[src/imu_cmd_pkg.sv]
// Package of the configuration command handler: offsets, fields, codes, config record.
// Assumes a single 40 MHz APB clock domain.
package imu_cmd_pkg;
   // ************************************************************
   // Register offsets (byte addresses)
   // ************************************************************
   localparam logic [7:0] OFF_CMD = 8'h00;
   localparam logic [7:0] OFF_ARG0 = 8'h04;
   localparam logic [7:0] OFF_ARG1 = 8'h08;
   localparam logic [7:0] OFF_CHAR = 8'h0c;
   localparam logic [7:0] OFF_STATUS = 8'h10;
   localparam logic [7:0] OFF_RESULT = 8'h14;
   localparam logic [7:0] OFF_ERRIN = 8'h18;
   localparam logic [7:0] OFF_SAVES = 8'h1c;
   // ************************************************************
   // Field positions
   // ************************************************************
   localparam int CMD_CRC_LSB = 8;
   localparam int CMD_CNT_LSB = 16;
   localparam int CHAR_START_BIT = 8;
   localparam int ST_MODE_LSB = 4;
   localparam int ST_CRC_LSB = 8;
   localparam int ST_BUSY_BIT = 16;
   // ************************************************************
   // Checksum, counts, limits, identity
   // ************************************************************
   localparam logic [7:0] CRC_SEED = 8'hff;
   localparam logic [7:0] CRC_POLY = 8'h07;
   localparam logic [7:0] CHAR_DOLLAR = 8'h24;
   localparam logic [31:0] ENTRY_ACK_CRC = 32'h0000_00ea;
   localparam logic [15:0] SAVES_RESET = 16'h2710;
   localparam logic [15:0] TRIM_LIM_GYRO = 16'h2710;
   localparam logic [15:0] TRIM_LIM_ACC = 16'h03e8;
   localparam logic [15:0] TRIM_LIM_INC = 16'h00c8;
   localparam logic [31:0] ID_SERIAL = 32'h0000_1234; // Arbitrary value
   localparam logic [31:0] ID_NAME = 32'h0000_0001;   // Arbitrary value
   localparam logic [31:0] ID_PART = 32'h0000_0002;   // Arbitrary value
   localparam logic [31:0] ID_HW = 32'h0000_0003;     // Arbitrary value
   localparam logic [31:0] ID_FW = 32'h0000_0004;     // Arbitrary value
   localparam logic [31:0] ID_AXES = 32'h0000_01ff;
   localparam logic [31:0] ID_RANGES = 32'h0000_0005;
   localparam logic [31:0] ID_TX = 32'h0000_0006;
   // ************************************************************
   // Status codes, lowest wins
   // ************************************************************
   localparam logic [3:0] ST_OK = 4'h0;
   localparam logic [3:0] ST_INVALID = 4'h1;
   localparam logic [3:0] ST_BAD_CRC = 4'h2;
   localparam logic [3:0] ST_UNKNOWN = 4'h3;
   localparam logic [3:0] ST_PCOUNT = 4'h4;
   localparam logic [3:0] ST_BAD_PARAM = 4'h5;
   localparam logic [3:0] ST_SAVE_LIMIT = 4'h6;
   localparam logic [3:0] ST_SAVE_ERR = 4'h7;
   localparam logic [3:0] ST_CLAMPED = 4'h8;
   // ************************************************************
   // Modes and commands
   // ************************************************************
   typedef enum logic [1:0] {
      MODE_NORMAL = 2'b00,
      MODE_INIT = 2'b01,
      MODE_SERVICE = 2'b10,
      MODE_MACHINE = 2'b11
   } mode_t;
   typedef enum logic [7:0] {
      OP_ENTRY = 8'h01,
      OP_SVC_ENTRY = 8'h02,
      OP_QUERY = 8'h03,
      OP_ERRLOG = 8'h04,
      OP_SAVE = 8'h05,
      OP_SAVES_LEFT = 8'h06,
      OP_LEAVE = 8'h07,
      OP_SET = 8'h08,
      OP_TRIM_READ = 8'h09,
      OP_TRIM_ADJ = 8'h0a,
      OP_TRIM_SET = 8'h0b,
      OP_REF_READ = 8'h0c,
      OP_REF_SET = 8'h0d,
      OP_SVC_AUX = 8'h10,
      OP_SVC_SAVE = 8'h11,
      OP_SVC_EXIT = 8'h12,
      OP_SVC_RESTORE = 8'h13,
      OP_SVC_SYSCFG = 8'h14
   } op_t;
   // Field selectors of query and set
   localparam logic [4:0] F_RATE = 5'h00;
   localparam logic [4:0] F_GFILT = 5'h01;
   localparam logic [4:0] F_AFILT = 5'h02;
   localparam logic [4:0] F_IFILT = 5'h03;
   localparam logic [4:0] F_UFILT = 5'h04;
   localparam logic [4:0] F_DGRAM = 5'h05;
   localparam logic [4:0] F_GUNIT = 5'h06;
   localparam logic [4:0] F_AUNIT = 5'h07;
   localparam logic [4:0] F_IUNIT = 5'h08;
   localparam logic [4:0] F_GCOMP = 5'h09;
   localparam logic [4:0] F_SYSCFG = 5'h0a;
   localparam logic [4:0] F_AUX = 5'h0b;
   localparam logic [4:0] F_SERIAL = 5'h10;
   localparam logic [4:0] F_NAME = 5'h11;
   localparam logic [4:0] F_PART = 5'h12;
   localparam logic [4:0] F_HW = 5'h13;
   localparam logic [4:0] F_FW = 5'h14;
   localparam logic [4:0] F_AXES = 5'h15;
   localparam logic [4:0] F_RANGES = 5'h16;
   localparam logic [4:0] F_TX = 5'h17;
   // System configuration selectors (ASCII v, t, b)
   localparam logic [7:0] SYS_VOLT = 8'h76;
   localparam logic [7:0] SYS_TOV = 8'h74;
   localparam logic [7:0] SYS_BTO = 8'h62;
   // Exit targets (ASCII n, i, N, I)
   localparam logic [7:0] EXIT_N = 8'h6e;
   localparam logic [7:0] EXIT_I = 8'h69;
   localparam logic [7:0] EXIT_N_NOW = 8'h4e;
   localparam logic [7:0] EXIT_I_NOW = 8'h49;
   typedef struct packed {
      logic [2:0] rate;
      logic [2:0] gfilt;
      logic [2:0] afilt;
      logic [2:0] ifilt;
      logic [2:0] ufilt;
      logic [7:0] dgram;
      logic [3:0] gunit;
      logic [3:0] aunit;
      logic [3:0] iunit;
      logic [3:0] gcomp;
      logic volt_3v3;
      logic tov_en;
      logic bto_en;
      logic [15:0] aux_k1;
      logic [15:0] aux_k2;
      logic [8:0][15:0] trim;
      logic [31:0] ref_info;
   } cfg_t;
   localparam cfg_t CFG_FACTORY = '{rate: 3'h4, gfilt: 3'h4, afilt: 3'h4, ifilt: 3'h4,
      ufilt: 3'h4, dgram: 8'h93, gunit: 4'h0, aunit: 4'h0, iunit: 4'h0, gcomp: 4'h0,
      volt_3v3: 1'b0, tov_en: 1'b1, bto_en: 1'b1, aux_k1: 16'h0001, aux_k2: 16'h0000,
      trim: '0, ref_info: 32'h0000_0000};
endpackage

[src/imu_cmd_handler.sv]
// Configuration command handler: decoded commands arrive over APB, config held here.
// Assumes the serial layer feeds each command character to CHAR and hands over a
// decoded opcode, argument count, received checksum and binary arguments.
//
// Local design decisions: the APB interface to the registers and the address map.
`timescale 1ns/1ps
module imu_cmd_handler
   import imu_cmd_pkg::*;
(
   input wire logic pclk,
   input wire logic presetn,
   input wire logic psel,
   input wire logic penable,
   input wire logic pwrite,
   input wire logic [7:0] paddr,
   input wire logic [31:0] pwdata,
   output logic [31:0] prdata,
   output logic pready,
   output logic pslverr,
   input wire logic [31:0] err_event,
   input wire logic flash_fault,
   output mode_t mode,
   output cfg_t cfg,
   output logic flash_write,
   output logic volt_3v3,
   output logic strobe_en,
   output logic trim_report_en
);
   // ************************************************************
   // Helpers
   // ************************************************************
   function automatic logic [7:0] crc8_step(input logic [7:0] c, input logic [7:0] ch);
      logic [7:0] r;
      r = c ^ ch;
      for (int i = 0; i < 8; i++) begin
         r = r[7] ? ((r << 1) ^ CRC_POLY) : (r << 1);
      end
      return r;
   endfunction

   function automatic logic [3:0] args_needed(input logic [7:0] op);
      case (op)
         OP_SET, OP_TRIM_ADJ, OP_TRIM_SET, OP_SVC_AUX, OP_SVC_SYSCFG: return 4'h2;
         OP_QUERY, OP_REF_SET, OP_SVC_EXIT: return 4'h1;
         default: return 4'h0;
      endcase
   endfunction

   function automatic logic [15:0] trim_limit(input logic [3:0] idx);
      return (idx < 4'h3) ? TRIM_LIM_GYRO : (idx < 4'h6) ? TRIM_LIM_ACC : TRIM_LIM_INC;
   endfunction

   // ************************************************************
   // Bus side
   // ************************************************************
   logic [7:0] crc;
   logic dollar_seen;
   logic [7:0] cmd_op;
   logic [7:0] cmd_crc;
   logic [3:0] cmd_cnt;
   logic [31:0] arg0;
   logic [31:0] arg1;
   logic go;
   logic [3:0] status;
   logic [31:0] result;
   logic [31:0] err_log;
   logic [15:0] saves_left;
   cfg_t stored;
   logic load_pending;
   logic leave_pending;
   mode_t leave_target;
   logic mapped;
   logic wr_en;
   logic [31:0] next_rdata;

   assign mapped = (paddr == OFF_CMD) || (paddr == OFF_ARG0) || (paddr == OFF_ARG1) ||
      (paddr == OFF_CHAR) || (paddr == OFF_STATUS) || (paddr == OFF_RESULT) ||
      (paddr == OFF_ERRIN) || (paddr == OFF_SAVES);
   assign wr_en = psel && penable && pwrite && pready;

   always_comb begin
      next_rdata = 32'h0000_0000;
      case (paddr)
         OFF_CMD: next_rdata = {12'h000, cmd_cnt, cmd_crc, cmd_op};
         OFF_ARG0: next_rdata = arg0;
         OFF_ARG1: next_rdata = arg1;
         OFF_STATUS: next_rdata = {15'h0000, go, crc, 2'b00, mode, status};
         OFF_RESULT: next_rdata = result;
         OFF_ERRIN: next_rdata = err_log;
         OFF_SAVES: next_rdata = {16'h0000, saves_left};
         default: next_rdata = 32'h0000_0000;
      endcase
   end

   // Answer always in the first access cycle
   always_ff @(posedge pclk or negedge presetn) begin
      if (!presetn) begin
         pready <= 1'b0;
         prdata <= 32'h0000_0000;
         pslverr <= 1'b0;
      end else begin
         pready <= psel && !penable;
         prdata <= (psel && !penable && !pwrite) ? next_rdata : 32'h0000_0000;
         pslverr <= psel && !penable && !mapped;
      end
   end

   always_ff @(posedge pclk or negedge presetn) begin
      if (!presetn) begin
         cmd_op <= 8'h00;
         cmd_crc <= 8'h00;
         cmd_cnt <= 4'h0;
         arg0 <= 32'h0000_0000;
         arg1 <= 32'h0000_0000;
      end else if (wr_en && mapped) begin
         if (paddr == OFF_CMD) begin
            cmd_op <= pwdata[7:0];
            cmd_crc <= pwdata[CMD_CRC_LSB +: 8];
            cmd_cnt <= pwdata[CMD_CNT_LSB +: 4];
         end
         if (paddr == OFF_ARG0) arg0 <= pwdata;
         if (paddr == OFF_ARG1) arg1 <= pwdata;
      end
   end

   // Running checksum over start character through last comma
   always_ff @(posedge pclk or negedge presetn) begin
      if (!presetn) begin
         crc <= CRC_SEED;
         dollar_seen <= 1'b0;
      end else if (wr_en && paddr == OFF_CHAR) begin
         if (pwdata[CHAR_START_BIT]) begin
            crc <= crc8_step(CRC_SEED, pwdata[7:0]);
            dollar_seen <= (pwdata[7:0] == CHAR_DOLLAR);
         end else begin
            crc <= crc8_step(crc, pwdata[7:0]);
         end
      end
   end

   // A command write starts one execute cycle
   always_ff @(posedge pclk or negedge presetn) begin
      if (!presetn) go <= 1'b0;
      else go <= wr_en && paddr == OFF_CMD;
   end

   // ************************************************************
   // Command execution
   // ************************************************************
   logic [3:0] chk;
   logic known;
   logic mode_ok;
   logic [4:0] fsel;
   logic [3:0] tidx;
   logic signed [16:0] tsum;
   logic signed [16:0] tlim;
   logic clamp_hi;
   logic clamp_lo;

   assign fsel = arg0[4:0];
   assign tidx = arg1[3:0];
   assign tlim = {1'b0, trim_limit(tidx)};
   assign tsum = $signed({cfg.trim[tidx][15], cfg.trim[tidx]}) + $signed({arg0[15], arg0[15:0]});
   assign clamp_hi = tsum > tlim;
   assign clamp_lo = tsum < -tlim;

   always_comb begin
      known = 1'b1;
      mode_ok = (mode == MODE_MACHINE);
      case (cmd_op)
         OP_ENTRY, OP_SVC_ENTRY: mode_ok = 1'b1;
         OP_SVC_AUX, OP_SVC_SAVE, OP_SVC_EXIT, OP_SVC_RESTORE, OP_SVC_SYSCFG:
            mode_ok = (mode == MODE_SERVICE);
         OP_QUERY, OP_ERRLOG, OP_SAVE, OP_SAVES_LEFT, OP_LEAVE, OP_SET, OP_TRIM_READ,
            OP_TRIM_ADJ, OP_TRIM_SET, OP_REF_READ, OP_REF_SET: mode_ok = mode_ok;
         default: known = 1'b0;
      endcase
   end

   // Parameter check by command and field
   function automatic logic param_bad(input logic [7:0] op, input logic [4:0] f,
      input logic [31:0] a0, input logic [31:0] a1, input logic [3:0] ti);
      logic bad;
      bad = 1'b0;
      case (op)
         OP_SET: begin
            case (f)
               F_RATE: bad = a1 > 32'd5;
               F_GFILT, F_AFILT, F_IFILT, F_UFILT: bad = a1 > 32'd4;
               F_GUNIT: bad = (a1 > 32'd11) || (a1[3:2] == 2'b01);
               F_AUNIT, F_IUNIT: bad = a1 > 32'd3;
               F_GCOMP: bad = a1 > 32'd12;
               F_SYSCFG: bad = a1 > 32'd7;
               F_DGRAM, F_AUX: bad = 1'b0;
               default: bad = 1'b1;
            endcase
         end
         OP_QUERY: bad = !(f <= F_AUX || (f >= F_SERIAL && f <= F_TX));
         OP_TRIM_ADJ, OP_TRIM_SET: bad = ti > 4'h8;
         OP_SVC_EXIT: bad = !(a0[7:0] == EXIT_N || a0[7:0] == EXIT_I ||
            a0[7:0] == EXIT_N_NOW || a0[7:0] == EXIT_I_NOW);
         OP_SVC_SYSCFG: bad = !(a0[7:0] == SYS_VOLT || a0[7:0] == SYS_TOV ||
            a0[7:0] == SYS_BTO) || a1 > 32'd1;
         default: bad = 1'b0;
      endcase
      return bad;
   endfunction

   // Lowest failing check wins
   always_comb begin
      if (!dollar_seen || !mode_ok) chk = ST_INVALID;
      else if (cmd_crc != crc) chk = ST_BAD_CRC;
      else if (!known) chk = ST_UNKNOWN;
      else if (cmd_cnt != args_needed(cmd_op)) chk = ST_PCOUNT;
      else if (param_bad(cmd_op, fsel, arg0, arg1, tidx)) chk = ST_BAD_PARAM;
      else chk = ST_OK;
   end

   function automatic logic [31:0] query_value(input cfg_t c, input logic [4:0] f);
      case (f)
         F_RATE: return {29'h0, c.rate};
         F_GFILT: return {29'h0, c.gfilt};
         F_AFILT: return {29'h0, c.afilt};
         F_IFILT: return {29'h0, c.ifilt};
         F_UFILT: return {29'h0, c.ufilt};
         F_DGRAM: return {24'h0, c.dgram};
         F_GUNIT: return {28'h0, c.gunit};
         F_AUNIT: return {28'h0, c.aunit};
         F_IUNIT: return {28'h0, c.iunit};
         F_GCOMP: return {28'h0, c.gcomp};
         F_SYSCFG: return {29'h0, c.bto_en, c.tov_en, c.volt_3v3};
         F_AUX: return {c.aux_k1, c.aux_k2};
         F_SERIAL: return ID_SERIAL;
         F_NAME: return ID_NAME;
         F_PART: return ID_PART;
         F_HW: return ID_HW;
         F_FW: return ID_FW;
         F_AXES: return ID_AXES;
         F_RANGES: return ID_RANGES;
         F_TX: return ID_TX;
         default: return 32'h0000_0000;
      endcase
   endfunction

   // Status and result; the response text is built from these by the serial layer
   always_ff @(posedge pclk or negedge presetn) begin
      if (!presetn) begin
         status <= ST_OK;
         result <= 32'h0000_0000;
      end else if (go) begin
         status <= chk;
         result <= 32'h0000_0000;
         if (chk == ST_OK) begin
            case (cmd_op)
               OP_ENTRY: result <= ENTRY_ACK_CRC;
               OP_QUERY: result <= query_value(cfg, fsel);
               OP_ERRLOG: result <= err_log;
               OP_SAVES_LEFT: result <= {16'h0000, saves_left};
               OP_TRIM_READ: result <= {cfg.trim[tidx], 16'h0000} | {16'h0000, cfg.trim[0]};
               OP_REF_READ: result <= cfg.ref_info;
               OP_SAVE, OP_SVC_SAVE: begin
                  // Save goes ahead even past the limit; status only warns
                  if (saves_left == 16'h0000) status <= ST_SAVE_LIMIT;
                  else if (flash_fault) status <= ST_SAVE_ERR;
                  result <= {16'h0000, (saves_left == 16'h0000) ? 16'h0000 : saves_left - 16'h0001};
               end
               OP_TRIM_ADJ: begin
                  if (clamp_hi || clamp_lo) status <= ST_CLAMPED;
                  result <= {16'h0000, cfg.trim[tidx]};
               end
               default: result <= 32'h0000_0000;
            endcase
         end
      end
   end

   // Errors accumulate until read; a new event in the read cycle is kept
   always_ff @(posedge pclk or negedge presetn) begin
      if (!presetn) err_log <= 32'h0000_0000;
      else if (go && chk == ST_OK && cmd_op == OP_ERRLOG) err_log <= err_event;
      else err_log <= err_log | err_event;
   end

   // ************************************************************
   // Volatile configuration and flash copy
   // ************************************************************
   // The flash copy is a register here: it survives the soft reloads, not a power cycle
   always_ff @(posedge pclk or negedge presetn) begin
      if (!presetn) begin
         stored <= CFG_FACTORY;
         saves_left <= SAVES_RESET;
         flash_write <= 1'b0;
      end else begin
         flash_write <= 1'b0;
         if (go && chk == ST_OK && (cmd_op == OP_SAVE || cmd_op == OP_SVC_SAVE)) begin
            flash_write <= 1'b1;
            if (!flash_fault) stored <= cfg;
            if (saves_left != 16'h0000) saves_left <= saves_left - 16'h0001;
         end
      end
   end

   always_ff @(posedge pclk or negedge presetn) begin
      if (!presetn) begin
         cfg <= CFG_FACTORY;
         load_pending <= 1'b1;
      end else if (load_pending) begin
         cfg <= stored;
         load_pending <= 1'b0;
      end else if (leave_pending && leave_target == MODE_INIT) begin
         cfg <= stored;
      end else if (go && chk == ST_OK) begin
         case (cmd_op)
            OP_SET: begin
               case (fsel)
                  F_RATE: cfg.rate <= arg1[2:0];
                  F_GFILT: cfg.gfilt <= arg1[2:0];
                  F_AFILT: cfg.afilt <= arg1[2:0];
                  F_IFILT: cfg.ifilt <= arg1[2:0];
                  F_UFILT: cfg.ufilt <= arg1[2:0];
                  F_DGRAM: cfg.dgram <= arg1[7:0];
                  F_GUNIT: cfg.gunit <= arg1[3:0];
                  F_AUNIT: cfg.aunit <= arg1[3:0];
                  F_IUNIT: cfg.iunit <= arg1[3:0];
                  F_GCOMP: cfg.gcomp <= arg1[3:0];
                  F_SYSCFG: {cfg.bto_en, cfg.tov_en, cfg.volt_3v3} <= arg1[2:0];
                  default: {cfg.aux_k1, cfg.aux_k2} <= arg1;
               endcase
            end
            OP_SVC_AUX: begin
               cfg.aux_k1 <= arg0[15:0];
               cfg.aux_k2 <= arg1[15:0];
            end
            OP_SVC_SYSCFG: begin
               if (arg0[7:0] == SYS_VOLT) cfg.volt_3v3 <= arg1[0];
               if (arg0[7:0] == SYS_TOV) cfg.tov_en <= arg1[0];
               if (arg0[7:0] == SYS_BTO) cfg.bto_en <= arg1[0];
            end
            OP_SVC_RESTORE: cfg <= CFG_FACTORY;
            OP_TRIM_SET: cfg.trim[tidx] <= arg0[15:0];
            OP_TRIM_ADJ: begin
               if (clamp_hi) cfg.trim[tidx] <= tlim[15:0];
               else if (clamp_lo) cfg.trim[tidx] <= 16'h0000 - tlim[15:0];
               else cfg.trim[tidx] <= tsum[15:0];
            end
            OP_REF_SET: cfg.ref_info <= arg0;
            default: cfg <= cfg;
         endcase
      end
   end

   // Pins follow the volatile settings
   always_ff @(posedge pclk or negedge presetn) begin
      if (!presetn) begin
         volt_3v3 <= 1'b0;
         strobe_en <= 1'b0;
         trim_report_en <= 1'b0;
      end else begin
         volt_3v3 <= cfg.volt_3v3;
         strobe_en <= cfg.tov_en;
         trim_report_en <= cfg.bto_en;
      end
   end

   // ************************************************************
   // Mode control
   // ************************************************************
   // Plain n/i exits wait one cycle so the response settles first; N/I switch at once
   always_ff @(posedge pclk or negedge presetn) begin
      if (!presetn) begin
         mode <= MODE_NORMAL;
         leave_pending <= 1'b0;
         leave_target <= MODE_NORMAL;
      end else begin
         leave_pending <= 1'b0;
         if (leave_pending) begin
            mode <= leave_target;
         end else if (go && chk == ST_OK) begin
            case (cmd_op)
               OP_ENTRY: mode <= MODE_MACHINE;
               OP_SVC_ENTRY: mode <= MODE_SERVICE;
               OP_LEAVE: mode <= MODE_NORMAL;
               OP_SVC_EXIT: begin
                  leave_target <= (arg0[7:0] == EXIT_I || arg0[7:0] == EXIT_I_NOW) ? MODE_INIT
                     : MODE_NORMAL;
                  if (arg0[7:0] == EXIT_N_NOW) mode <= MODE_NORMAL;
                  if (arg0[7:0] == EXIT_I_NOW || arg0[7:0] == EXIT_I) leave_pending <= 1'b1;
                  if (arg0[7:0] == EXIT_N) leave_pending <= 1'b1;
                  if (arg0[7:0] == EXIT_I_NOW) mode <= MODE_INIT;
               end
               default: mode <= mode;
            endcase
         end
      end
   end
endmodule // imu_cmd_handler

[config.mk]
export PLATFORM = sky130hd
export DESIGN_NAME = imu_cmd_handler
export DESIGN_NICKNAME = d
export VERILOG_FILES = /design/src/imu_cmd_pkg.sv /design/src/imu_cmd_handler.sv
export SDC_FILE = /design/constraint.sdc
export NUM_CORES = 2
export LEC_CHECK = 0
export BUFFER_PORTS_ARGS = -buffer_cell sky130_fd_sc_hd__buf_2
export CAP_MARGIN = 5
export CORE_MARGIN = 1
export CORE_UTILIZATION = 30
export CTS_BUF_LIST = sky130_fd_sc_hd__clkbuf_4
export CTS_CLUSTER_DIAMETER = 100
export DETAILED_ROUTE_END_ITERATION = 12
export PLACE_DENSITY = 0.5
export SKIP_LAST_GASP = 1
export SYNTH_ARGS = -nofsm -noshare
export SYNTH_HDL_FRONTEND = slang
export SYNTH_SLANG_ARGS = --single-unit
[constraint.sdc]
create_clock -name pclk -period 6.8 [get_ports pclk]
set_input_delay 1.02 -clock pclk [delete_from_list [all_inputs] [get_ports pclk]]
set_output_delay 1.02 -clock pclk [all_outputs]
set_load 0.005 [all_outputs]
==> run_results.csv <==
group,metric,value,unit
worst_setup_path,path_cells,"nor2_1 > and2_1 > buf_4 > a21oi_1 > o21ai_0 > ha_1 > nand3_1 > nand2_1 > a31o_2 > xor2_1 > ha_1 > a211oi_1 > a221oi_1 > nor4b_1 > a211oi_1 > a2111o_1 > and2_1 > a2111oi_2 > a211oi_1",
synth,async_flop_share,1.00,
worst_setup_path,crit_family,"compound AO/OA/AOI/OAI gates",
synth,synth_edf_count,0,
drt,vias,35400,
placed_design,place.gp.congestion,0.964,
worst_setup_path,crit_top_cell,"a211oi_1",
floorplanning,die_w,358,µm
global_routing,grt_pass1_vias,33900,
worst_setup_path,cpPeakStageDelay,0.62,ns
power_and_ir_drop,p_leak,20.5,nW
status,status,"complete, no violations",
synth,syn_area_per_cell,9.85,µm²
global_routing,grt_antenna_before_repair,14,
global_routing,grt-ovfl-total,0,
clock_tree,cts_sinks,721,
finish,fill_cells,12900,
sta,drv_slew,0,
floorplanning,core,126000,µm²
drt,drc,0,
drt,firstDrtPassIters,10,
worst_setup_path,cp.arrival,7.40,ns
clock_tree,cts-root-buf,"clkbuf_4",
drt,wl,174,mm
worst_setup_path,cp_max_fo,13,
synth,synth_cells,3862,
sta,setup_slack,0.355,ns
floorplanning,rows,130,
worst_setup_path,critical_path_class,"register to register",
synth,ys_warn_count,0,
drt,vias_per_cell,5.80,
worst_hold_path,whs_path_depth,3,
floorplanning,initial_core_util,0.302,
drt,drt_iter0_markers,4691,
worst_setup_path,crit_path_top_delay_cell,"dfrtp_4",
clock_tree,clk_latency,1.23,ns
sta,relSlewSlack,0.146,
worst_setup_path,rr_worst_depth,19,
sta,worst_slew_pin_slew,1.27,ns
placed_design,dp.cells,5697,
worst_hold_path,hp-start,"pwdata[15]",
synth,ys_ff_latch,721,
worst_setup_path,regToRegEndpoint,"cfg[150]",
finish,finalNetCount,4414,
drt,ant_nets,0,
worst_setup_path,start_kind,"register",
run,maxCapViolCount,0,
synth,syn_area,38000,µm²
worst_hold_path,hold_path.class,"input pin to register",
worst_setup_path,required,7.76,ns
sta,period_minus_slack,6.45,ns
sta,fin_crit_sh,0.948,
power_and_ir_drop,power,9.51,mW
power_and_ir_drop,ir_drop,0.156,mV
clock_tree,cts_buffer_depth,3,
finish,synthToLayoutAreaGrowth,18.2,%
worst_setup_path,reg2reg_slack,0.35,ns
placed_design,port_buffers,367,
clock_tree,clk_pin_slew,0.07,ns
drt,avgRoutedWirePerCell,28.5,µm
placed_design,hpwl,119,mm
synth,dominantRegCellSynth,"dfrtp_1",
worst_hold_path,whs_endpoint,"cmd_crc[7]",
finish,drive_gt1_frac,0.273,
finish,final_cells,6112,
clock_tree,cts_buffers,204,
worst_setup_path,path_buf_inv,1,
sta,rsz0062_at_grt,"false",
finish,stdcell_area,44900,µm²
global_routing,grt_pass1_wl,250,mm
floorplanning,pin_count,368,
sta,skew,0.127,ns
global_routing,track_usage,0.267,
finish,final_common_cell,"dfrtp_1",
finish,final_util,0.357,
power_and_ir_drop,powerDensity,212,nW/µm²
global_routing,grt_max_degree,141,
worst_setup_path,r2r_start,"arg1[0]",
placed_design,placed_area,41800,µm²
worst_setup_path,cp-end-kind,"register",
synth,seq_area_frac_synth,0.476,
synth,synth.distinct_cells,95,
sta,hold_ws,0.0993,ns
floorplanning,die_y,358,µm
placed_design,pre_cts_ws,0.389,ns
floorplanning,die_area,128000,µm²
sta,setup_violations,0,
sta,setup-tns-final,0,ns
finish,most-common-layout-cells,"dfrtp_1 (681), buf_2 (366), nor2_1 (341)",
clock_tree,cts_tree,"done",
sta,final_hold_viol_count,0,
sta,fmax,155,MHz
clock_tree,htree_levels,4,
tightest hold or removal path: stages:
cell,delay (ns)
buf_2,0.10
nand2_1,0.07
nand2_1,0.06
flip-flops by register name, indices dropped and copies added, names as in the netlist, 2 cells and up:
name	cells
cfg	250
cmd_op	8
cmd_crc	8
stored	250
prdata	32
mode	2
crc	8
cmd_cnt	4
err_log	32
result	32
arg0	32
arg1	32
saves_left	16
status	4
cell type report:
class,count,area (µm²),area share
multi-input cells,2771,18500,0.411
flip-flops and latches,721,18100,0.403
repair buffers,543,3420,0.0761
clock buffers,310,2330,0.0518
well taps,1650,2060,0.0459
clock inverters,54,318,0.00707
inverters,54,203,0.00451
diodes,9,22.5,0.000501
how the worst max path moves through the flow:
stage	start	endpoint	slack [ns]	depth (start not counted)
after floorplan	arg1[0]	cfg[97]	1.16	23
after global placement	arg1[0]	cfg[134]	0.45	21
after detailed placement	arg1[0]	cfg[153]	0.39	21
after CTS	arg1[0]	cfg[134]	0.31	21
after global routing	arg1[0]	cfg[153]	0.02	21
final	arg1[0]	cfg[150]	0.35	19
metal layers:
layer  GRT usage  vias to the layer above  routed length (µm)
li1            -                    15300                   -
met4       0.102                        6                6200
met3      0.0674                      306               16700
met1       0.356                    17900               71800
met5           0                        -                  59
met2       0.415                     1983               79200
synthesized netlist by cell type, types with 62 or more instances:
cell      instances  share of area
a21o_1           77          0.015
a21oi_1         271          0.036
a222oi_1         64          0.017
a31oi_1         119          0.020
clkbuf_1        219          0.022
dfrtp_1         683           0.45
mux2_2          258          0.076
nand2_1         311          0.031
nand3_1          81          0.011
nor2_1          349          0.034
nor2b_1          62          0.010
nor3_1          199          0.026
o21ai_0         260          0.034
power by group:
part	internal (mW)	switching [mW]	leakage [nW]
logic	0.260	0.552	9.40
registers	4.37	0.162	9.51
clock network	2.15	2.01	1.57
total	6.78	2.73	20.5
cell families after synthesis:
logic type,synth area share
AND/OR/NAND/NOR,0.142
adder cells (fa/ha/maj),0.0137
flip-flops,0.476
buffers and inverters,0.0427
AO/OA/AOI/OAI,0.197
XOR/XNOR,0.0175
multiplexers,0.112
other,0.0000986
what timing repair did:
| action | in CTS | in global routing |
|---|---|---|
| resized for setup | 0 | 1 |
| hold endpoints to repair | 130 | 0 |
| hold buffers | 41 | 0 |
| buffers inserted | 0 | 1 |
| setup endpoints to repair | 0 | 68 |
Power figures use the tool's default switching activity.
